## src/rtl/fsp_pkg.sv

```systemverilog
// Package of constants and carriers for the flash self-programming controller.
package fsp_pkg;

   // ****************************************
   // Register map
   // ****************************************
   localparam logic [7:0] ctrl_offs = 8'h00;
   localparam logic [7:0] cmd_offs = 8'h04;
   localparam logic [7:0] addr_offs = 8'h08;
   localparam logic [7:0] data_offs = 8'h0C;
   localparam logic [7:0] status_offs = 8'h10;
   localparam logic [7:0] secur_offs = 8'h14;
   localparam logic [7:0] irq_stat_offs = 8'h18;
   localparam logic [7:0] irq_clr_offs = 8'h1C;
   localparam logic [7:0] irq_en_offs = 8'h20;
   localparam logic [7:0] bank_offs = 8'h24;
   localparam logic [7:0] real_offs = 8'h28;
   localparam logic [7:0] irq_mask_offs = 8'h2C;

   // ****************************************
   // Field positions and values
   // ****************************************
   localparam int ctrl_enter_bit = 0;
   localparam int ctrl_ext_bit = 1;
   localparam int ctrl_big_bit = 2;
   localparam int sec_chip_bit = 0;
   localparam int sec_blk_bit = 1;
   localparam int sec_wr_bit = 2;
   localparam int sec_boot_bit = 3;
   localparam int ev_done_bit = 0;
   localparam int ev_err_bit = 1;
   localparam int ev_stop_bit = 2;
   localparam logic [31:0] reset_word = 32'h0000_0000;
   localparam logic [3:0] sec_reset = 4'h0;
   localparam logic [31:0] mask_reset = 32'hFFFF_FFFF;
   localparam logic [16:0] common_top = 17'h07FFF;
   localparam logic [16:0] bank_base = 17'h08000;
   localparam logic [16:0] boot_top = 17'h00FFF;
   localparam logic [15:0] window_lo = 16'h8000;
   localparam logic [2:0] banks_small = 3'h4;
   localparam logic [2:0] banks_big = 3'h6;

   // ****************************************
   // Timing
   // ****************************************
   localparam int clk_mhz = 25;
   localparam int osc_wait_us = 10;
   localparam int osc_wait_cyc = osc_wait_us * clk_mhz;
   localparam int op_cyc = 8;

   // ****************************************
   // Types
   // ****************************************
   typedef enum logic [3:0] {
      cmd_none = 4'h0,
      cmd_blank = 4'h1,
      cmd_erase = 4'h2,
      cmd_write = 4'h3,
      cmd_verify = 4'h4,
      cmd_chip_erase = 4'h5,
      cmd_sec_set = 4'h6
   } cmd_t;

   typedef enum logic [2:0] {
      st_idle = 3'b000,
      st_osc = 3'b001,
      st_ready = 3'b010,
      st_busy = 3'b011,
      st_stopped = 3'b100
   } fsm_t;

   typedef struct packed {
      logic cyc;
      logic stb;
      logic we;
      logic [7:0] adr;
      logic [3:0] sel;
      logic [31:0] dat;
   } wb_req_t;

   typedef struct packed {
      logic ack;
      logic [31:0] dat;
   } wb_rsp_t;

endpackage : fsp_pkg

```

## src/rtl/flash_self_programming_control.sv

```systemverilog
// Flash self-programming controller with security, suspend and bank address mapping.
// Functional notes
// Chip-erase and boot-zero prohibitions, once set, never clear.
// Block-erase and write prohibitions clear only by external chip erase.
// No self-programming while CPU runs on the subsystem clock; here the subsystem clock only blocks entry and resume.
// Host holds the flash mode select pin high throughout.
// Pending interrupt request flags stop the running operation.
// Unmasked requests stop it even when interrupts are globally disabled.
// Host disables interrupts first; services them in normal mode.
// Re-entering self-programming mode after a stop allows resuming.
// Runs on internal oscillator; crystal clock waits stabilization inside.
// Host keeps the entry routine in the common area.
// Host gives real flash addresses on large parts; here the host writes CPU addresses and the controller maps them.
// Common area maps one-to-one onto the lowest real flash.
// Bank n maps to 08000H plus n times 4000H; high banks prohibited.
// Host follows begin, setup, blank, erase, write, verify, finish order.
// Boot cluster zero protection rejects erase and write in all modes.
// Block-erase and write prohibitions restrict only external programming.
`timescale 1ns/10ps
module flash_self_programming_control (
   input wire logic clk,
   input wire logic rst,
   input wire fsp_pkg::wb_req_t wb_req,
   output fsp_pkg::wb_rsp_t wb_rsp,
   input wire logic flash_mode_select_pin,
   input wire logic cpu_on_subsystem_clk,
   input wire logic cpu_on_crystal_clk,
   input wire logic [31:0] irq_flags,
   output logic irq,
   output logic self_prog_active,
   output logic flash_busy
);
   import fsp_pkg::*;

   // ****************************************
   // State
   // ****************************************
   typedef struct packed {
      fsm_t fsm;
      logic [1:0] pin_sync;
      logic [1:0] sub_sync;
      logic [1:0] xtal_sync;
      logic [63:0] irq_sync;
      logic [2:0] ctrl;
      logic [3:0] cmd;
      logic [16:0] addr;
      logic [31:0] data;
      logic [3:0] sec;
      logic [2:0] ev;
      logic [2:0] ev_en;
      logic [31:0] mask;
      logic [2:0] bank;
      logic [15:0] cnt;
      logic err;
      logic ack;
      logic [31:0] rdat;
      logic irq;
      logic act;
      logic busy;
   } state_t;

   state_t st_reg;
   state_t st_next;

   function automatic logic [16:0] map_addr(input logic [15:0] cpu, input logic [2:0] bank);
      // Bank window keeps the low 14 bits; the bank selects the 16 KB slice.
      if (cpu < window_lo) begin
         map_addr = {1'b0, cpu};
      end else begin
         map_addr = bank_base + {bank, 14'h0000} + {3'h0, cpu[13:0]};
      end
   endfunction : map_addr

   function automatic logic bank_ok(input logic [2:0] bank, input logic big);
      bank_ok = big ? (bank < banks_big) : (bank < banks_small);
   endfunction : bank_ok

   logic [15:0] req_cpu;
   logic [16:0] mapped;
   logic pending;
   logic boot_hit;
   logic hit;
   logic [31:0] w;

   always_comb begin
      st_next = st_reg;
      req_cpu = wb_req.dat[15:0];
      mapped = map_addr(req_cpu, st_reg.bank);
      w = wb_req.dat;
      hit = wb_req.cyc && wb_req.stb && !st_reg.ack;
      // Unmasked flags stop.
      pending = |(st_reg.irq_sync[63:32] & ~st_reg.mask);
      boot_hit = st_reg.addr <= boot_top;
      st_next.pin_sync = {st_reg.pin_sync[0], flash_mode_select_pin};
      st_next.sub_sync = {st_reg.sub_sync[0], cpu_on_subsystem_clk};
      st_next.xtal_sync = {st_reg.xtal_sync[0], cpu_on_crystal_clk};
      st_next.irq_sync = {st_reg.irq_sync[31:0], irq_flags};
      st_next.ack = hit;
      if (st_reg.cnt != 16'h0000) begin
         st_next.cnt = st_reg.cnt - 16'h0001;
      end
      case (st_reg.fsm)
         st_idle: begin
            // Subsystem clock blocks entry.
            if (st_reg.ctrl[ctrl_enter_bit] && st_reg.pin_sync[1] && !st_reg.sub_sync[1]) begin
               st_next.fsm = st_osc;
               // Oscillator stabilization wait.
               st_next.cnt = st_reg.xtal_sync[1] ? 16'(osc_wait_cyc) : 16'h0001;
            end
         end
         st_osc: begin
            if (st_reg.cnt <= 16'h0001) begin
               st_next.fsm = st_ready;
            end
         end
         st_ready: begin
            if (st_reg.cmd != 4'(cmd_none)) begin
               st_next.fsm = st_busy;
               st_next.cnt = 16'(op_cyc);
               st_next.err = 1'b0;
            end
         end
         st_busy: begin
            if (pending) begin
               st_next.fsm = st_stopped;
               st_next.ev[ev_stop_bit] = 1'b1;
               st_next.ctrl[ctrl_enter_bit] = 1'b0;
            end else if (st_reg.cnt == 16'h0000) begin
               st_next.fsm = st_ready;
               st_next.cmd = 4'(cmd_none);
               // Self mode ignores block and write locks.
               if ((st_reg.cmd == 4'(cmd_erase) || st_reg.cmd == 4'(cmd_write))
                   && st_reg.sec[sec_boot_bit] && boot_hit) begin
                  st_next.err = 1'b1;
                  st_next.ev[ev_err_bit] = 1'b1;
               end else if (st_reg.cmd == 4'(cmd_chip_erase)) begin
                  // Self mode cannot clear locks.
                  st_next.err = 1'b1;
                  st_next.ev[ev_err_bit] = 1'b1;
               end else if (st_reg.cmd == 4'(cmd_sec_set)) begin
                  // Sticky prohibitions.
                  st_next.sec = st_reg.sec | st_reg.data[3:0];
                  st_next.ev[ev_done_bit] = 1'b1;
               end else begin
                  st_next.ev[ev_done_bit] = 1'b1;
               end
            end
         end
         st_stopped: begin
            // Resume after re-entry.
            if (st_reg.ctrl[ctrl_enter_bit] && st_reg.pin_sync[1] && !st_reg.sub_sync[1]) begin
               st_next.fsm = st_busy;
               st_next.cnt = 16'(op_cyc);
            end
         end
         default: begin
            st_next.fsm = st_idle;
         end
      endcase
      if (!st_reg.pin_sync[1] || !st_reg.ctrl[ctrl_enter_bit]) begin
         if (st_reg.fsm != st_stopped) begin
            st_next.fsm = st_idle;
         end
      end
      // External chip erase clears block and write locks when allowed.
      if (st_reg.ctrl[ctrl_ext_bit] && st_reg.fsm == st_idle
          && st_reg.cmd == 4'(cmd_chip_erase)) begin
         st_next.cmd = 4'(cmd_none);
         if (!st_reg.sec[sec_chip_bit] && !st_reg.sec[sec_boot_bit]) begin
            // External chip erase clears.
            st_next.sec[sec_blk_bit] = 1'b0;
            st_next.sec[sec_wr_bit] = 1'b0;
         end
      end
      if (hit && wb_req.we) begin
         case (wb_req.adr)
            ctrl_offs: st_next.ctrl = w[2:0];
            cmd_offs: st_next.cmd = w[3:0];
            addr_offs: begin
               // Window translation.
               if (req_cpu >= window_lo && !bank_ok(st_reg.bank, st_reg.ctrl[ctrl_big_bit])) begin
                  st_next.err = 1'b1;
               end else begin
                  st_next.addr = mapped;
               end
            end
            data_offs: st_next.data = w;
            irq_en_offs: st_next.ev_en = w[2:0];
            irq_mask_offs: st_next.mask = w;
            bank_offs: st_next.bank = w[2:0];
            default: begin
            end
         endcase
      end
      if (hit && !wb_req.we) begin
         case (wb_req.adr)
            ctrl_offs: st_next.rdat = {29'h0, st_reg.ctrl};
            cmd_offs: st_next.rdat = {28'h0, st_reg.cmd};
            addr_offs: st_next.rdat = {15'h0, st_reg.addr};
            data_offs: st_next.rdat = st_reg.data;
            status_offs: st_next.rdat = {28'h0, st_reg.err, st_reg.fsm};
            secur_offs: st_next.rdat = {28'h0, st_reg.sec};
            irq_stat_offs: st_next.rdat = {29'h0, st_reg.ev};
            irq_en_offs: st_next.rdat = {29'h0, st_reg.ev_en};
            bank_offs: st_next.rdat = {29'h0, st_reg.bank};
            real_offs: st_next.rdat = {15'h0, mapped};
            irq_mask_offs: st_next.rdat = st_reg.mask;
            default: st_next.rdat = reset_word;
         endcase
      end
      // Clear spares only bits that a same-cycle event newly sets; a bit that was already set is cleared.
      if (hit && wb_req.we && wb_req.adr == irq_clr_offs) begin
         st_next.ev = st_next.ev & ~(w[2:0] & ~(st_next.ev ^ st_reg.ev));
      end
      st_next.irq = |(st_next.ev & st_next.ev_en);
      st_next.act = (st_next.fsm != st_idle);
      st_next.busy = (st_next.fsm == st_busy);
   end

   always_ff @(posedge clk or posedge rst) begin
      if (rst) begin
         st_reg <= '0;
         st_reg.mask <= mask_reset;
         st_reg.sec <= sec_reset;
      end else begin
         st_reg <= st_next;
      end
   end

   assign wb_rsp.ack = st_reg.ack;
   assign wb_rsp.dat = st_reg.rdat;
   assign irq = st_reg.irq;
   assign self_prog_active = st_reg.act;
   assign flash_busy = st_reg.busy;
endmodule : flash_self_programming_control

```

## config.mk

```make
export PLATFORM = sky130hd
export DESIGN_NAME = flash_self_programming_control
export DESIGN_NICKNAME = d
export VERILOG_FILES = /design/src/rtl/fsp_pkg.sv /design/src/rtl/flash_self_programming_control.sv
export SDC_FILE = /design/constraint.sdc
export NUM_CORES = 1
export LEC_CHECK = 0
export BUFFER_PORTS_ARGS = -buffer_cell sky130_fd_sc_hd__buf_2
export CAP_MARGIN = 20
export CORE_MARGIN = 2
export CORE_UTILIZATION = 40
export DETAILED_ROUTE_END_ITERATION = 12
export PLACE_DENSITY_LB_ADDON = 0.2
export SETUP_SLACK_MARGIN = 0.5
export SYNTH_ARGS = -nofsm -noshare
export SYNTH_HDL_FRONTEND = slang
export SYNTH_SLANG_ARGS = --single-unit
```

## constraint.sdc

```tcl
create_clock -name clk -period 8.9 [get_ports clk]
set_input_delay 0.89 -clock clk [delete_from_list [all_inputs] [get_ports clk]]
set_output_delay 0.89 -clock clk [all_outputs]
set_load 0.01 [all_outputs]
```

==> impl_results.md <==
- Synth cell types: 66
- Clock Path Buffers: 3
- Vias: 6171
- GR Overflow Total: 0
- Endpoints failing hold: 0
- LEAKAGE: 0.00516 µW
- Synth Warn #: 0
- Cell count after synthesis: ~770
- Post-CTS setup buffer count: 0
- I/O pin count: 120
- # hold bufs at CTS: 0
- PortBufs: 115
- Total Power: 2370 µW
- Status: completed
- Die Wd: between 150 and 200 µm
- Pin count of the biggest net entering global routing: 104
- CP endpoint kind: flop
- Routability cong.: between 0.8 and 0.9
- Main synth FF type: dfrtp_1
- Setup TNS: 0 ns
- Hold Path Class: flop to flop
- DRT iter0 DRCs: around 320
- DP HPWL: 14.8 mm
- Cell row count: 56
- R2r setup slk: 6.00 ns
- Final WS setup: slightly below 6 ns
- WL final: 22.6 mm
- NumNets Final: roughly 940
- CTS Sinks: 227
- Die area: between 20000 and 25000 µm²
- Sequential area share after synthesis: 60.4%
- Top post-synthesis cells by area: dfrtp_1 (52%), dfstp_2 (8.9%), mux2_2 (6.9%)
- Synth cell count leaders: dfrtp_1 (195), mux2_2 (58), nand2_1 (55), a22oi_1 (45), o21ai_0 (40)
- Post-route DRC violation count: 0
- RR Startpoint: st_reg[66]
- Die Ht: 158 µm
- Least-Margin Pin Slew: 0.877 ns
- Vias in the first global route: approximately 6300
- Total GRT Usage: between 10% and 20%
- Async SR Flop Fraction: 100%
- Clock Skew: 0.00997 ns
- Maximum vdd drop: between 0.1 and 0.15 mV
- Root Buffer: clkbuf_16
- Hold endpoint: st_reg[192]
- Arr. time, crit path: 3.45 ns
- Top-count cell post-synth: dfrtp_1
- Leading area contributor after synthesis: dfrtp_1
- Min-delay src: st_next[192]
- RSZ-0062 raised after global routing: no
- Share of the synthesized area in the top cell type: 51.5%
- Synthesis-to-layout area growth: 16.1%
- Pins Over Slew Limit: 0
- Crit Path Class: input port to flop
- Final period util: 34.3%
- Slew margin rel.: 41.5%
- CTS clk-pin slew, worst paths: 0.06 ns
- Synthesis-stage register bit count: 227
- Ratio of cells with drive above 1 in the final layout: 31.3%
- Pwr Density: ~220 nW/µm²
- Max-cap violations: 0
- Post-Place Worst Slack: 5.36 ns
- Worst Path Max Fanout: 18
- Fmax: 328 MHz
- Worst skew pair latency: ~0.52 ns
- # resized after CTS: 0
- DR vias/cell: slightly above 5
- Routed Antenna Nets: 0
- Largest register FFs: ~160
- Routed wire length per instance: 18.9 µm
- Total iterations of the first detailed-routing run: 8
- CTS H-tree lvls: 1
- CTS tree: built
- CP startpoint kind: input port
- Starting density of the core: 40.6%
- Worst Reg-to-Reg Cells: 6
- Post-synth EDFFs: 0
- Hold Path Depth: 0
- Mapped cell area: 9470 µm²
- Syn nets: 855
- Syn_area_per_cell: 12.3 µm²
- Core Area: 23300 µm²
- CTS buffer count: 26
- Antenna violations before repair: 1
- WP data required: around 9.3 ns
- Post-place instance area: 10100 µm²
- FF-to-FF End: st_reg[96]
- Fin crit period: 3.05 ns
- Setup violators final: 0
- Post-route cell area: 11000 µm²
- Global-route wire length before repair: between 30 and 40 mm
- Hold_ws: 0.345 ns
layout by cell type, fill, tap and decap left out, drive strengths merged, types with 5 or more instances in the layout:
master	count
a21oi	16
or4b	5
dfstp	32
nand3	9
nor4	9
nand2b	25
a22oi	45
o2111ai	8
nand2	55
nor3	11
o21ai	42
xor2	11
inv	26
nor2	38
clkinv	5
clkbuf	41
mux2	78
dfrtp	195
a21o	12
a31oi	5
o21a	5
a22o	10
a221oi	5
buf	125
layer usage:
metal / routed length [µm] / GRT usage, %
met5: 0 / 0
met4: 402 / 4.94
met3: 1130 / 3.23
met2: 10600 / 29.6
met1: 10500 / 25.9
critical path, cell delays in order:
cell and delay [ns]:
buf_2 0.12, or4_1 0.69, nor2_4 0.56, nand2_1 0.17, a21oi_2 0.30, buf_4 0.34
mux2_1 0.36
final cells by class:
| type | count | area [µm²] |
|---|---|---|
| fill | 2137 | 12300 |
| sequential | 227 | 5720 |
| multi-input combinational | 450 | 3270 |
| clock buffer | 41 | 747 |
| timing repair buffer | 125 | 651 |
| tap | 319 | 399 |
| inverter | 26 | 105 |
| clock inverter | 7 | 96.3 |
| antenna | 1 | 2.50 |
report_power, final:
| group | switching (µW) | internal, µW | total (µW) |
|---|---|---|---|
| combinational | 103 | 79.1 | 182 |
| sequential | 54.9 | 1090 | 1150 |
| clock | 410 | 633 | 1040 |
metrics by stage:
stage	utilization (%)	cells
after detailed placement	43.5	1147
after CTS	47.1	1195
after global placement	43.5	1147
after global routing	47.1	1195
after floorplan	-	767
final	47.1	1196
how the worst max path moves through the flow:
stage	startpoint	endpoint	slack, ns	cells past startpoint
finish	wb_req[40]	st_reg[136]	5.85	7
global placement	wb_req[40]	st_reg[137]	5.38	7
global route	wb_req[40]	st_reg[134]	5.76	7
floorplan	rst	flash_busy	1.84	1
CTS	wb_req[40]	st_reg[136]	5.90	7
detailed placement	wb_req[40]	st_reg[136]	5.36	7
logic make-up (layout without fill, tap and decap cells):
| logic type | Yosys count | in the layout | synth area share, % |
|---|---|---|---|
| AOI/OAI and AO/OA | 166 | 166 | 12.2 |
| xor gates and xnor gates | 15 | 15 | 1.39 |
| adders and majority gates | 4 | 4 | 0.529 |
| buffers and inverters | 90 | 199 | 5.09 |
| DFF | 227 | 227 | 60.4 |
| muxes | 80 | 80 | 9.49 |
| other | 0 | 1 | 0 |
| and+or+nand+nor | 185 | 185 | 10.9 |
Power figures use the tool's default switching activity.
